**src/common/cisr_pkg.sv**
```systemverilog
package cisr_pkg;

	// ---------------------------------------------------------------
	// Idle state encoding
	// ---------------------------------------------------------------
	typedef enum logic [3:0] {
		CISR_C0  = 4'h0,
		CISR_C1  = 4'h1,
		CISR_C3  = 4'h3,
		CISR_C6  = 4'h6,
		CISR_C7  = 4'h7,
		CISR_C8  = 4'h8,
		CISR_C9  = 4'h9,
		CISR_C10 = 4'ha
	} cisr_cstate_t;

	// ---------------------------------------------------------------
	// Core sequencer states
	// ---------------------------------------------------------------
	typedef enum logic [2:0] {
		CISR_SQ_RUN    = 3'b000,
		CISR_SQ_FLUSH  = 3'b001,
		CISR_SQ_SAVE   = 3'b010,
		CISR_SQ_SLEEP  = 3'b011,
		CISR_SQ_PWRUP  = 3'b100,
		CISR_SQ_RESTOR = 3'b101
	} cisr_seq_t;

	typedef enum logic [1:0] {
		CISR_PS_IDLE = 2'b00,
		CISR_PS_VOLT = 2'b01,
		CISR_PS_LOCK = 2'b10
	} cisr_pst_t;

	// ---------------------------------------------------------------
	// Register map
	// ---------------------------------------------------------------
	localparam logic [3:0]  CISR_REG_CFG     = 4'h0;
	localparam logic [3:0]  CISR_REG_CAP_LO  = 4'h1;
	localparam logic [3:0]  CISR_REG_CAP_HI  = 4'h2;
	localparam logic [3:0]  CISR_REG_PREQ    = 4'h3;
	localparam logic [3:0]  CISR_REG_STATUS  = 4'h4;
	localparam logic [3:0]  CISR_REG_PSTATUS = 4'h5;
	localparam logic [3:0]  CISR_REG_DEMOTE  = 4'h6;

	localparam int CISR_CFG_REDIR  = 0;
	localparam int CISR_CFG_DEM3   = 1;
	localparam int CISR_CFG_DEM1   = 2;
	localparam int CISR_CFG_BRKIF  = 3;

	localparam logic [31:0] CISR_CFG_RST     = 32'h0000_0009;
	localparam logic [15:0] CISR_CAP_LO_RST  = 16'h0000;
	localparam logic [15:0] CISR_CAP_HI_RST  = 16'h0000;
	localparam logic [7:0]  CISR_DEM3_RST    = 8'h04;
	localparam logic [7:0]  CISR_DEM1_RST    = 8'h08;

	// ---------------------------------------------------------------
	// Timing
	// ---------------------------------------------------------------
	localparam int CISR_CLK_MHZ       = 25;
	localparam int CISR_RESID_WIN_NS  = 10000;
	localparam int CISR_RESID_WIN_CYC = (CISR_RESID_WIN_NS * CISR_CLK_MHZ) / 1000;
	localparam int CISR_ACK_TO_CYC    = 1;

	// ---------------------------------------------------------------
	// Per-thread request carrier
	// ---------------------------------------------------------------
	typedef struct packed {
		logic       wait_req;
		logic [3:0] wait_level;
		logic       halt_req;
		logic       io_rd;
		logic [15:0] io_addr;
	} cisr_treq_t;

endpackage : cisr_pkg

```
**src/hw/cisr_core_idle_state_resolver.sv**
```systemverilog
`timescale 1ns/1ns
// Summary of operation
// - Core idle state is the lowest state requested by its threads.
// - Any thread in C0 forces its core to C0.
// - Interrupt, monitor hit or timed deadline returns core to C0.
// - Thread interrupt wakes that thread; package interrupt may wake any core.
// - System reset reinitializes every core.
// - Moving between two non-C0 states requires passing through C0.
// - Power actions start only after the core state is resolved.
// - Active cores share the highest requested performance state.
// - Performance requests always accepted, held until current transition completes.
// - Voltage settles first, then PLL locks; voltage target stepped, settling reported by volt_ok_in.
// - With redirection enabled, legacy idle reads become wait requests, no I/O cycle.
// - Only legacy reads inside the capture range are trapped.
// - Redirected sub-state is zero; wake on interrupt even when masked.
// - Core enters C1 once all threads halt or wait for C1.
// - Snoops are still serviced while a core is in C1.
// - C3 flushes caches to L3, keeps state, then stops core clocks.
// - Snoops and cacheable accesses do not wake a core in C3.
// - C6 saves state to SRAM, removes voltage; exit powers up then restores.
// - Legacy levels four to seven map to C7 through C10.
// - C7 to C10 behave exactly like C6.
// - Optional demotion of deep requests to C3 or C1 from interrupt rate.
// - Demotion is off after reset until firmware enables it.
module cisr_core_idle_state_resolver
	import cisr_pkg::*;
#(
	parameter int NCORE = 2,
	parameter int NTHR  = 2,
	parameter int PW    = 4
) (
	input  wire logic                       core_clk_in,
	input  wire logic                       arst_n_in,
	input  wire cisr_treq_t [NCORE*NTHR-1:0] treq_in,
	input  wire logic [NCORE*NTHR-1:0]      thr_irq_in,
	input  wire logic [NCORE*NTHR-1:0]      thr_irq_masked_in,
	input  wire logic [NCORE*NTHR-1:0]      monitor_hit_in,
	input  wire logic [NCORE*NTHR-1:0]      deadline_in,
	input  wire logic                       pkg_irq_in,
	input  wire logic [NCORE-1:0]           snoop_in,
	input  wire logic [NCORE-1:0]           flush_done_in,
	input  wire logic [NCORE-1:0]           save_done_in,
	input  wire logic [NCORE-1:0]           pwr_good_in,
	input  wire logic [NCORE-1:0]           restore_done_in,
	input  wire logic                       volt_ok_in,
	input  wire logic                       pll_lock_in,
	input  wire logic [3:0]                 reg_addr_in,
	input  wire logic [31:0]                reg_wdata_in,
	input  wire logic                       reg_wr_in,
	input  wire logic                       reg_rd_in,
	output logic [31:0]                     reg_rdata_out,
	output logic [NCORE*NTHR-1:0]           io_pass_out,
	output logic [NCORE*NTHR-1:0]           thr_wake_out,
	output logic [NCORE*4-1:0]              core_state_out,
	output logic [NCORE-1:0]                flush_req_out,
	output logic [NCORE-1:0]                save_req_out,
	output logic [NCORE-1:0]                restore_req_out,
	output logic [NCORE-1:0]                clk_stop_out,
	output logic [NCORE-1:0]                pwr_off_out,
	output logic [NCORE-1:0]                snoop_ack_out,
	output logic [PW-1:0]                   volt_target_out,
	output logic [PW-1:0]                   pll_target_out,
	output logic                            pstate_busy_out
);

	localparam int NT = NCORE * NTHR;

	// -----------------------------------------------------------------
	// Helpers
	// -----------------------------------------------------------------
	// Legacy level one is C1 and levels two to seven follow the idle ladder.
	function automatic logic [3:0] cisr_lvl_map(input logic [3:0] lvl);
		case (lvl)
			4'h2:    cisr_lvl_map = CISR_C3;
			4'h3:    cisr_lvl_map = CISR_C6;
			4'h4:    cisr_lvl_map = CISR_C7;
			4'h5:    cisr_lvl_map = CISR_C8;
			4'h6:    cisr_lvl_map = CISR_C9;
			4'h7:    cisr_lvl_map = CISR_C10;
			default: cisr_lvl_map = CISR_C1;
		endcase
	endfunction : cisr_lvl_map

	function automatic logic [3:0] cisr_min(input logic [3:0] a, input logic [3:0] b);
		cisr_min = (a < b) ? a : b;
	endfunction : cisr_min

	// -----------------------------------------------------------------
	// Configuration registers
	// -----------------------------------------------------------------
	logic [31:0] cfg;
	logic [15:0] cap_lo;
	logic [15:0] cap_hi;
	logic [PW-1:0] sw_preq [NCORE];
	logic [7:0]  dem_cnt [NCORE];
	logic [NCORE-1:0] dem_flag;

	wire redir_en = cfg[CISR_CFG_REDIR];
	wire dem3_en  = cfg[CISR_CFG_DEM3];
	wire dem1_en  = cfg[CISR_CFG_DEM1];
	wire brk_if   = cfg[CISR_CFG_BRKIF];

	// Demotion is off out of reset; firmware turns it on through this word.
	always_ff @(posedge core_clk_in or negedge arst_n_in) begin
		if (!arst_n_in) begin
			cfg    <= CISR_CFG_RST;
			cap_lo <= CISR_CAP_LO_RST;
			cap_hi <= CISR_CAP_HI_RST;
		end else if (reg_wr_in) begin
			if (reg_addr_in == CISR_REG_CFG)
				cfg <= reg_wdata_in;
			if (reg_addr_in == CISR_REG_CAP_LO)
				cap_lo <= reg_wdata_in[15:0];
			if (reg_addr_in == CISR_REG_CAP_HI)
				cap_hi <= reg_wdata_in[15:0];
		end
	end

	// -----------------------------------------------------------------
	// Thread request decode
	// -----------------------------------------------------------------
	logic [3:0]    thr_req [NT];
	logic [NT-1:0] thr_idle;
	logic [NT-1:0] thr_force_brk;
	logic [NT-1:0] thr_trap;

	// A trapped legacy read never reaches the system; anything else passes.
	always_comb begin
		for (int t = 0; t < NT; t++) begin
			thr_trap[t] = redir_en && treq_in[t].io_rd &&
			              treq_in[t].io_addr >= cap_lo && treq_in[t].io_addr <= cap_hi;
			io_pass_out[t] = treq_in[t].io_rd && !thr_trap[t];
			thr_force_brk[t] = thr_trap[t] && brk_if;
			if (thr_trap[t])
				thr_req[t] = cisr_lvl_map(treq_in[t].io_addr[3:0] - cap_lo[3:0] + 4'h1);
			else if (treq_in[t].wait_req)
				thr_req[t] = treq_in[t].wait_level;
			else if (treq_in[t].halt_req)
				thr_req[t] = CISR_C1;
			else
				thr_req[t] = CISR_C0;
			thr_idle[t] = thr_req[t] != CISR_C0;
		end
	end

	// Thread sleep state; a thread leaves only through a wake event.
	logic [3:0]    thr_st [NT];
	logic [NT-1:0] thr_brkif;
	logic [NT-1:0] thr_was_wait;
	logic [NT-1:0] wake;

	always_comb begin
		for (int t = 0; t < NT; t++) begin
			wake[t] = (thr_st[t] != CISR_C0) &&
			          ((thr_irq_in[t] && (!thr_irq_masked_in[t] || thr_brkif[t])) ||
			           pkg_irq_in ||
			           (monitor_hit_in[t] && thr_was_wait[t]) ||
			           deadline_in[t]);
			thr_wake_out[t] = wake[t];
		end
	end

	// A sleeping thread must come back to C0 before taking a new state.
	always_ff @(posedge core_clk_in or negedge arst_n_in) begin
		if (!arst_n_in) begin
			for (int t = 0; t < NT; t++)
				thr_st[t] <= CISR_C0;
			thr_brkif    <= '0;
			thr_was_wait <= '0;
		end else begin
			for (int t = 0; t < NT; t++) begin
				if (wake[t]) begin
					thr_st[t] <= CISR_C0;
				end else if (thr_st[t] == CISR_C0 && thr_idle[t]) begin
					thr_st[t]       <= thr_req[t];
					thr_brkif[t]    <= thr_force_brk[t];
					thr_was_wait[t] <= treq_in[t].wait_req && !thr_trap[t];
				end
			end
		end
	end

	// -----------------------------------------------------------------
	// Core resolution and demotion
	// -----------------------------------------------------------------
	logic [3:0]       core_req [NCORE];
	logic [3:0]       core_res [NCORE];
	logic [NCORE-1:0] core_idle;

	// Resolution is a minimum over threads, so one active thread wins.
	always_comb begin
		for (int c = 0; c < NCORE; c++) begin
			core_req[c] = CISR_C10;
			for (int j = 0; j < NTHR; j++)
				core_req[c] = cisr_min(core_req[c], thr_st[c*NTHR+j]);
			core_idle[c] = core_req[c] != CISR_C0;
		end
	end

	// Interrupt count per residency window drives demotion decisions.
	logic [$clog2(CISR_RESID_WIN_CYC+1)-1:0] win_cnt;
	logic [7:0] irq_cnt [NCORE];
	wire win_end = win_cnt == ($bits(win_cnt))'(CISR_RESID_WIN_CYC - 1);

	always_ff @(posedge core_clk_in or negedge arst_n_in) begin
		if (!arst_n_in) begin
			win_cnt <= '0;
			for (int c = 0; c < NCORE; c++) begin
				irq_cnt[c] <= '0;
				dem_cnt[c] <= '0;
			end
		end else begin
			win_cnt <= win_end ? '0 : win_cnt + 1'b1;
			for (int c = 0; c < NCORE; c++) begin
				if (win_end) begin
					dem_cnt[c] <= irq_cnt[c];
					irq_cnt[c] <= '0;
				end else if ((|thr_irq_in[c*NTHR +: NTHR] || pkg_irq_in) && irq_cnt[c] != 8'hff) begin
					irq_cnt[c] <= irq_cnt[c] + 8'h01;
				end
			end
		end
	end

	// C1 demotion is tested first, against cfg[31:24]; C3 demotion uses cfg[23:16].
	always_comb begin
		for (int c = 0; c < NCORE; c++) begin
			core_res[c] = core_req[c];
			dem_flag[c] = 1'b0;
			if (dem1_en && core_req[c] >= CISR_C3 && dem_cnt[c] >= cfg[31:24]) begin
				core_res[c] = CISR_C1;
				dem_flag[c] = 1'b1;
			end else if (dem3_en && core_req[c] >= CISR_C6 && dem_cnt[c] >= cfg[23:16]) begin
				core_res[c] = CISR_C3;
				dem_flag[c] = 1'b1;
			end
		end
	end

	// -----------------------------------------------------------------
	// Per-core power sequencer
	// -----------------------------------------------------------------
	cisr_seq_t  seq [NCORE];
	logic [3:0] core_st [NCORE];

	// Deep states share one save/power path, so C7 to C10 act as C6.
	always_ff @(posedge core_clk_in or negedge arst_n_in) begin
		if (!arst_n_in) begin
			for (int c = 0; c < NCORE; c++) begin
				seq[c]     <= CISR_SQ_RUN;
				core_st[c] <= CISR_C0;
			end
		end else begin
			for (int c = 0; c < NCORE; c++) begin
				case (seq[c])
					CISR_SQ_RUN: begin
						if (!core_idle[c]) begin
							core_st[c] <= CISR_C0;
						end else if (core_st[c] == CISR_C0) begin
							core_st[c] <= core_res[c];
							if (core_res[c] == CISR_C3)
								seq[c] <= CISR_SQ_FLUSH;
							else if (core_res[c] >= CISR_C6)
								seq[c] <= CISR_SQ_SAVE;
						end
					end
					CISR_SQ_FLUSH: begin
						if (flush_done_in[c])
							seq[c] <= CISR_SQ_SLEEP;
					end
					CISR_SQ_SAVE: begin
						if (save_done_in[c])
							seq[c] <= CISR_SQ_SLEEP;
					end
					CISR_SQ_SLEEP: begin
						if (!core_idle[c])
							seq[c] <= (core_st[c] >= CISR_C6) ? CISR_SQ_PWRUP : CISR_SQ_RUN;
						if (!core_idle[c] && core_st[c] < CISR_C6)
							core_st[c] <= CISR_C0;
					end
					CISR_SQ_PWRUP: begin
						if (pwr_good_in[c])
							seq[c] <= CISR_SQ_RESTOR;
					end
					CISR_SQ_RESTOR: begin
						if (restore_done_in[c]) begin
							seq[c]     <= CISR_SQ_RUN;
							core_st[c] <= CISR_C0;
						end
					end
					default: seq[c] <= CISR_SQ_RUN;
				endcase
			end
		end
	end

	// Sequencer outputs; snoops only reach a core that is running or in C1.
	always_comb begin
		for (int c = 0; c < NCORE; c++) begin
			core_state_out[c*4 +: 4] = core_st[c];
			flush_req_out[c]   = seq[c] == CISR_SQ_FLUSH;
			save_req_out[c]    = seq[c] == CISR_SQ_SAVE;
			restore_req_out[c] = seq[c] == CISR_SQ_RESTOR;
			clk_stop_out[c]    = seq[c] == CISR_SQ_SLEEP || seq[c] == CISR_SQ_SAVE;
			pwr_off_out[c]     = seq[c] == CISR_SQ_SLEEP && core_st[c] >= CISR_C6;
			snoop_ack_out[c]   = snoop_in[c] && core_st[c] <= CISR_C1;
		end
	end

	// -----------------------------------------------------------------
	// Shared performance state
	// -----------------------------------------------------------------
	logic [PW-1:0] p_want;
	logic [PW-1:0] p_cur;
	logic [PW-1:0] p_tgt;
	cisr_pst_t     pst;

	// Only running cores vote; the fastest request wins.
	always_comb begin
		p_want = '0;
		for (int c = 0; c < NCORE; c++)
			if (!core_idle[c] && sw_preq[c] > p_want)
				p_want = sw_preq[c];
		if (!(|(~core_idle)))
			p_want = p_cur;
	end

	// Requests are stored at once but a new target waits for the idle state.
	always_ff @(posedge core_clk_in or negedge arst_n_in) begin
		if (!arst_n_in) begin
			pst   <= CISR_PS_IDLE;
			p_cur <= '0;
			p_tgt <= '0;
			for (int c = 0; c < NCORE; c++)
				sw_preq[c] <= '0;
		end else begin
			for (int c = 0; c < NCORE; c++)
				if (reg_wr_in && reg_addr_in == CISR_REG_PREQ && reg_wdata_in[8 +: 4] == 4'(c))
					sw_preq[c] <= reg_wdata_in[PW-1:0];
			case (pst)
				CISR_PS_IDLE: begin
					if (p_want != p_cur) begin
						p_tgt <= p_want;
						pst   <= CISR_PS_VOLT;
					end
				end
				CISR_PS_VOLT: begin
					if (volt_ok_in)
						pst <= CISR_PS_LOCK;
				end
				CISR_PS_LOCK: begin
					if (pll_lock_in) begin
						p_cur <= p_tgt;
						pst   <= CISR_PS_IDLE;
					end
				end
				default: pst <= CISR_PS_IDLE;
			endcase
		end
	end

	// Voltage leads; the PLL keeps the old target until voltage is good.
	assign volt_target_out = (pst == CISR_PS_IDLE) ? p_cur : p_tgt;
	assign pll_target_out  = (pst == CISR_PS_LOCK) ? p_tgt : p_cur;
	assign pstate_busy_out = pst != CISR_PS_IDLE;

	// -----------------------------------------------------------------
	// Register read port
	// -----------------------------------------------------------------
	logic [31:0] status_w;
	always_comb begin
		status_w = '0;
		for (int c = 0; c < NCORE && c < 8; c++)
			status_w[c*4 +: 4] = core_st[c];
	end

	logic [31:0] next_rdata;
	always_comb begin
		case (reg_addr_in)
			CISR_REG_CFG:     next_rdata = cfg;
			CISR_REG_CAP_LO:  next_rdata = {16'h0000, cap_lo};
			CISR_REG_CAP_HI:  next_rdata = {16'h0000, cap_hi};
			CISR_REG_PREQ:    next_rdata = 32'(p_cur);
			CISR_REG_STATUS:  next_rdata = status_w;
			CISR_REG_PSTATUS: next_rdata = {30'h0, pst};
			CISR_REG_DEMOTE:  next_rdata = 32'(dem_flag);
			default:          next_rdata = 32'h0000_0000;
		endcase
	end

	always_ff @(posedge core_clk_in or negedge arst_n_in) begin
		if (!arst_n_in)
			reg_rdata_out <= '0;
		else
			reg_rdata_out <= reg_rd_in ? next_rdata : 32'h0000_0000;
	end

endmodule : cisr_core_idle_state_resolver

```
**config.mk**
```make
export PLATFORM = sky130hd
export DESIGN_NAME = cisr_core_idle_state_resolver
export DESIGN_NICKNAME = d
export VERILOG_FILES = /design/src/common/cisr_pkg.sv /design/src/hw/cisr_core_idle_state_resolver.sv
export SDC_FILE = /design/constraint.sdc
export NUM_CORES = 1
export LEC_CHECK = 0
export BUFFER_PORTS_ARGS = -buffer_cell sky130_fd_sc_hd__buf_2
export CORE_MARGIN = 2
export CORE_UTILIZATION = 50
export CTS_BUF_LIST = sky130_fd_sc_hd__clkbuf_2 sky130_fd_sc_hd__clkbuf_4 sky130_fd_sc_hd__clkbuf_8
export DETAILED_ROUTE_END_ITERATION = 12
export PLACE_DENSITY = 0.7
export SLEW_MARGIN = 20
export SYNTH_ARGS = -nofsm -noshare
export SYNTH_HDL_FRONTEND = slang
export SYNTH_SLANG_ARGS = --single-unit
```
**constraint.sdc**
```tcl
create_clock -name core_clk_in -period 10 [get_ports core_clk_in]
set_clock_uncertainty 0.2 [all_clocks]
set_input_delay 2 -clock core_clk_in [delete_from_list [all_inputs] [get_ports core_clk_in]]
set_output_delay 2 -clock core_clk_in [all_outputs]
set_load 0.005 [all_outputs]
```
## Word-level counts from Yosys, hierarchy flattened

Index checks and enable logic that the tools add are counted.
Widths: inputs -> output; s select.

- Input port bits: 161
- Register bits: 192
- Word-level logic and storage cells: 370
- Output and inout port bits: 69

- Order comparisons: 30
- Add/sub/neg operators: 11
- Bitwise operators: 5
- Muxes and demuxes: 84
- Reductions and logical operators: 138
- Eq/ne operators: 72

Operators by type and width:

| operator | number |
|---|---|
| $pmux 32 s7 | 1 |
| $mux 4 | 37 |
| $pmux 4 s6 | 4 |
| $eq 4x3->1 const B | 19 |
| $ge 16x16->1 | 4 |
| $le 16x16->1 | 4 |
| $logic_and 1x1->1 | 61 |
| $mux 3 | 20 |
| $eq 4x2->1 const B | 12 |
| $mux 8 | 5 |
| $reduce_bool 4->1 | 10 |
| $ne 2x2->1 const B | 19 |
| $pmux 3 s6 | 2 |
| $ge 8x8->1 | 4 |
| $logic_not 4->1 | 8 |
| $mux 32 | 1 |
| $add 8x1->8 const B | 3 |
| $ge 4x3->1 const B | 6 |
| $pmux 4 s3 | 2 |
| $logic_or 1x1->1 | 20 |
| $reduce_and 2->1 | 9 |
| $add 4x1->4 const B | 4 |
| $ne 8x8->1 const B | 2 |
| $reduce_and 8->1 | 2 |
| 30 further kinds | 81 |

## Depth between registers and ports, before layout

- Depth in word-level cells: 15
- Depth in mapped cells: 18
- Depth with buffers taken out: 16

## Worst setup path before layout

Ideal clock, no wire load.

- Path kind: input to output
- Start point: input port treq_in[23] (netlist bit)
- End point: output port io_pass_out[1]
- Data required time: 7.800 ns
- Setup slack: 4.028 ns
- Buffers on the path: 1
- Stages: 10
- Data arrival time: 3.772 ns
- Cells stage by stage: inv_1 > ha_1 > nand2b_1 > a21o_1 > a311oi_1 > o21ai_0 > a41o_1 > o2111ai_1 > clkbuf_1 > and2_1

- Cells in the longest elaborated chain, start to end: 5
- Elaborated cells between the ends (all ways): 6
- Classes of those cells: order compare: 2; reduce/logical: 4

Ends and longest elaborated chain:

| element | line | RTL |
|---|---|---|
| from (decl) | cisr_core_idle_state_resolver.sv:34 | `input wire cisr_treq_t [NCORE*NTHR-1:0] treq_in,` |
| $ge 16x16->1 | cisr_core_idle_state_resolver.sv:131 | `treq_in[t].io_addr >= cap_lo && treq_in[t].io_addr <= cap_hi;` |
| $logic_and 1x1->1 | cisr_core_idle_state_resolver.sv:130 | `thr_trap[t] = redir_en && treq_in[t].io_rd &&` |
| $logic_and 1x1->1 (*) | cisr_core_idle_state_resolver.sv:131 |  |
| $logic_not 1->1 (*) | cisr_core_idle_state_resolver.sv:132 | `io_pass_out[t] = treq_in[t].io_rd && !thr_trap[t];` |
| $logic_and 1x1->1 (*) | cisr_core_idle_state_resolver.sv:132 |  |
| to (decl) | cisr_core_idle_state_resolver.sv:52 | `output logic [NCORE*NTHR-1:0] io_pass_out,` |

Every way passes the cells marked *; elsewhere a longest branch is shown, timed or not.

## Worst setup path after layout

- Start point: input port treq_in[69] (netlist bit)
- End point: output port io_pass_out[3]

Same word-level chain as after synthesis.

==> results.toml <==
[clock_network]
cts_buffer_depth = 2
cts_max_level = 4
root_buffer = "clkbuf_8"
path_clk_slew_ns = 0.11
cts_resized = 0
cts_made_buffers = 17
cts_tree = "done"
holdBufCountCts = 0
post_cts_buffers = 0
cts_num_sinks = 192
clk_latency_ns = 0.48

[power]
pwr-share-seq = 0.341
power_frac_comb = 0.502
p_int_w = 0.00189
p_sw_frac = 0.440
p_sw_w = 0.00148
power_density_nw_per_um2 = 210
clock_power_share = 0.157
p_leak_nw = 7.97
peakVddDrop_mv = 0.0808

[route]
wirelength_um = 39400
routedWlPerCell_um = 19.0
drc = 0
vias = 12000
drt_iter0_drc = 707
via_per_inst = 5.79
drt_first_pass_iters = 5
ant_nets = 0

[sta]
rsz0062_at_grt = "false"
worst_pin_slew_ns = 1.05
finalHoldViolations = 0
min_period_ns = 6.45
drv_slew = 0
min_period_over_period = 0.645
setup_viol = 0
fin_setup_tns_ns = 0
fmax_ghz = 0.155
maxSlewHeadroom = 0.296

[yosys]
ys_seq_elements = 192
syn-num-nets = 1811
synth_edf_count = 0
synthCells = 1456
synth.cell_area_um2 = 14100
async_reset_ff_frac = 1.00
yosysSeqAreaShare = 0.340
synth.distinct_cells = 89
syn_area_per_cell_um2 = 9.70
dominantRegCellSynth = "dfrtp_1"
yosysWarnings = 0

[finish]
nFillCells = 2535
area.sequential_um2 = 4810
nets = 2025
multi_input_area_um2 = 8720
utilization = 0.578
synthToLayoutAreaGrowth_pct = 13.6
drive_gt1_frac = 0.245

[critical_path]
critPathKind = "in2out"
rr_startpoint = "thr_st[15]"
startpoint_type = "primary input"
cp-end-kind = "primary output"
arrival_ns = 4.25
r2r_slack_ns = 4.72
critPathMaxStageDelay_ns = 0.49
path_cells = "buf_2, inv_1, ha_1, nand2b_1, a21oi_1, o21ai_0, a211oi_1, o21ai_0, nand4_1, and2_1, buf_2"
crit_start = "treq_in[69]"
path_buf_inv = 3
r2r-end = "p_tgt[2]"
path_delay_family = "simple AND/OR/NAND/NOR gates"
r2r_cells = 16
critPathRequiredTime_ns = 7.80
crit_fanout = 12
worst-path-stages = 11
slowest_stage = "nand4_1"
setup.worst_path.end = "io_pass_out[3]"

[grt]
first_global_vias = 11600
grt_antenna_before_repair = 9
grt_pass1_wl_um = 61200
grt_start_max_net_pins = 114
grt_use_total = 0.268
global_route.overflow_total = 0

[hold_path]
hp-class = "reg2reg"

[die]
start_util = 0.508
ios = 230
die_h_um = 172
rows = 61
fp.dieArea_um2 = 29600
fp.dieW_um = 172
coreArea_um2 = 27800

[place]
io_buffers = 229
hpwl_um = 31000
gp_congestion = 0.917

[status]
outcome = "finished clean"

[flow_run]
cap_violations = 0
==> power groups by stage <==
stage               clock [W]  sequential [W]  combinational, W
floorplan                   0         0.00106           0.00132
global placement            0         0.00115           0.00164
detailed placement          0         0.00116           0.00168
CTS                  0.000535         0.00115           0.00169
global route         0.000565         0.00118           0.00190
finish               0.000529         0.00115           0.00169
==> layout make-up <==
| cell class | count | area share |
|---|---|---|
| multi-input cells | 1109 | 0.543 |
| flip-flops and latches | 192 | 0.300 |
| repair buffers | 236 | 0.0755 |
| well taps | 378 | 0.0295 |
| inverters | 114 | 0.0267 |
| clock buffers | 21 | 0.0176 |
| clock inverters | 11 | 0.00709 |
| diodes | 6 | 0.000936 |
==> how the worst min path moves through the flow <==
stage / start / end / slack, ns / depth (start not counted)
global placement: win_cnt[0] / win_cnt[0] / 0.28 / 1
finish: win_cnt[0] / win_cnt[0] / 0.31 / 1
CTS: win_cnt[0] / win_cnt[0] / 0.31 / 1
global route: cfg[13] / cfg[13] / 0.33 / 1
detailed placement: cfg[15] / cfg[15] / 0.29 / 1
floorplan: win_cnt[0] / win_cnt[0] / 0.26 / 1
==> synthesized netlist by cell type, types with 5 or more instances <==
cell,n,share of area
dfrtp_1,190,0.34
ha_1,186,0.16
inv_1,114,0.030
mux2_2,98,0.078
nand2_1,97,0.026
nor2_1,89,0.024
a21oi_1,79,0.028
o21ai_0,67,0.024
a21o_1,46,0.024
nand4_1,29,0.013
nand3_1,28,0.0099
nor2b_1,28,0.012
clkbuf_1,25,0.0066
mux2i_1,25,0.018
and3_1,24,0.011
o21a_1,24,0.013
nor3_1,21,0.0074
nand2b_1,18,0.0080
nor4_1,16,0.0071
and2_1,14,0.0062
or3_1,14,0.0062
o211ai_1,13,0.0069
xor2_1,13,0.0081
a31oi_1,11,0.0049
xnor2_1,11,0.0068
o22ai_1,10,0.0044
or2_2,9,0.0040
fa_1,8,0.011
o31ai_1,8,0.0043
buf_1,7,0.0019
a211oi_1,6,0.0032
a221o_1,6,0.0043
o2111ai_1,6,0.0037
a211oi_2,5,0.0044
nand3b_1,5,0.0027
==> kinds of logic (layout without fill, tap and decap cells) <==
| kind of cell | count (synthesis) | after routing | synth area share |
|---|---|---|---|
| simple gates | 410 | 410 | 0.149 |
| compound gates | 354 | 354 | 0.175 |
| fa+ha+maj | 194 | 194 | 0.176 |
| flops | 192 | 192 | 0.340 |
| buf+inv | 155 | 382 | 0.0439 |
| mux | 127 | 127 | 0.101 |
| xor+xnor | 24 | 24 | 0.0149 |
| other cells | 0 | 6 | 0 |
==> cells in the final DEF (no fill, tap or decap), types with 9 or more instances in the layout <==
cell type / netlist / routed
nor2b_1: 28 / 27
nor3_1: 21 / 20
nand2b_1: 18 / 18
a31oi_1: 11 / 11
or2_2: 9 / 9
buf_2: 3 / 228
nand4_1: 29 / 29
mux2i_1: 25 / 25
nand2_1: 97 / 97
or3_1: 14 / 14
inv_1: 114 / 114
xor2_1: 13 / 13
a21o_1: 46 / 46
nor4_1: 16 / 15
nand3_1: 28 / 28
and3_1: 24 / 24
a21oi_1: 79 / 79
ha_1: 186 / 186
nor2_1: 89 / 89
dfrtp_1: 190 / 190
o22ai_1: 10 / 10
o211ai_1: 13 / 13
mux2_2: 98 / 98
xnor2_1: 11 / 11
and2_1: 14 / 14
o21ai_0: 67 / 67
clkbuf_8: 0 / 21
o21a_1: 24 / 24
==> worst register-to-register path, stage by stage, from the launching register on <==
cell and delay (ns):
dfrtp_1 0.54, a21o_1 0.26, ha_1 0.18, or3_4 0.41
a31oi_2 0.24, nor3_2 0.11, nor3_2 0.60, nand2_1 0.23
ha_1 0.34, nor2b_1 0.13, o21ai_0 0.22, a21o_1 0.34
or2_1 0.25, a31oi_1 0.15, o41ai_4 0.53, a21oi_4 0.14
mux2_4 0.31
==> layer usage <==
metal,up-vias,GRT usage,part of all wire
met1,5790,0.351,0.44
met5,-,0,0.0012
met2,348,0.440,0.46
li1,5772,-,-
met4,8,0.0786,0.022
met3,54,0.0680,0.069
==> metrics by stage <==
| stage | instance area, µm² | setup slack, ns | hold slack, ns | instances | total power, W |
|---|---|---|---|---|---|
| finish | 16000 | 3.55 | 0.309 | 2067 | 0.00337 |
| global route | 16000 | 3.28 | 0.328 | 2062 | 0.00365 |
| CTS | 16000 | 3.30 | 0.310 | 2061 | 0.00337 |
| detailed placement | 15600 | 3.31 | 0.292 | 2029 | 0.00284 |
| global placement | 15600 | 3.37 | 0.279 | 2029 | 0.00280 |
| floorplan | 14100 | 4.03 | 0.261 | 1456 | 0.00239 |
==> sequential cells by signal, indices dropped and copies added (netlist names) <==
signal	count
sw_preq	8
cfg	32
p_tgt	4
p_cur	4
cap_lo	16
win_cnt	8
thr_st	16
pst	2
seq	6
thr_was_wait	4
reg_rdata_out	32
thr_brkif	4
irq_cnt	16
cap_hi	16
core_state_out	8
dem_cnt	16
(Power assumes the default switching activity.)
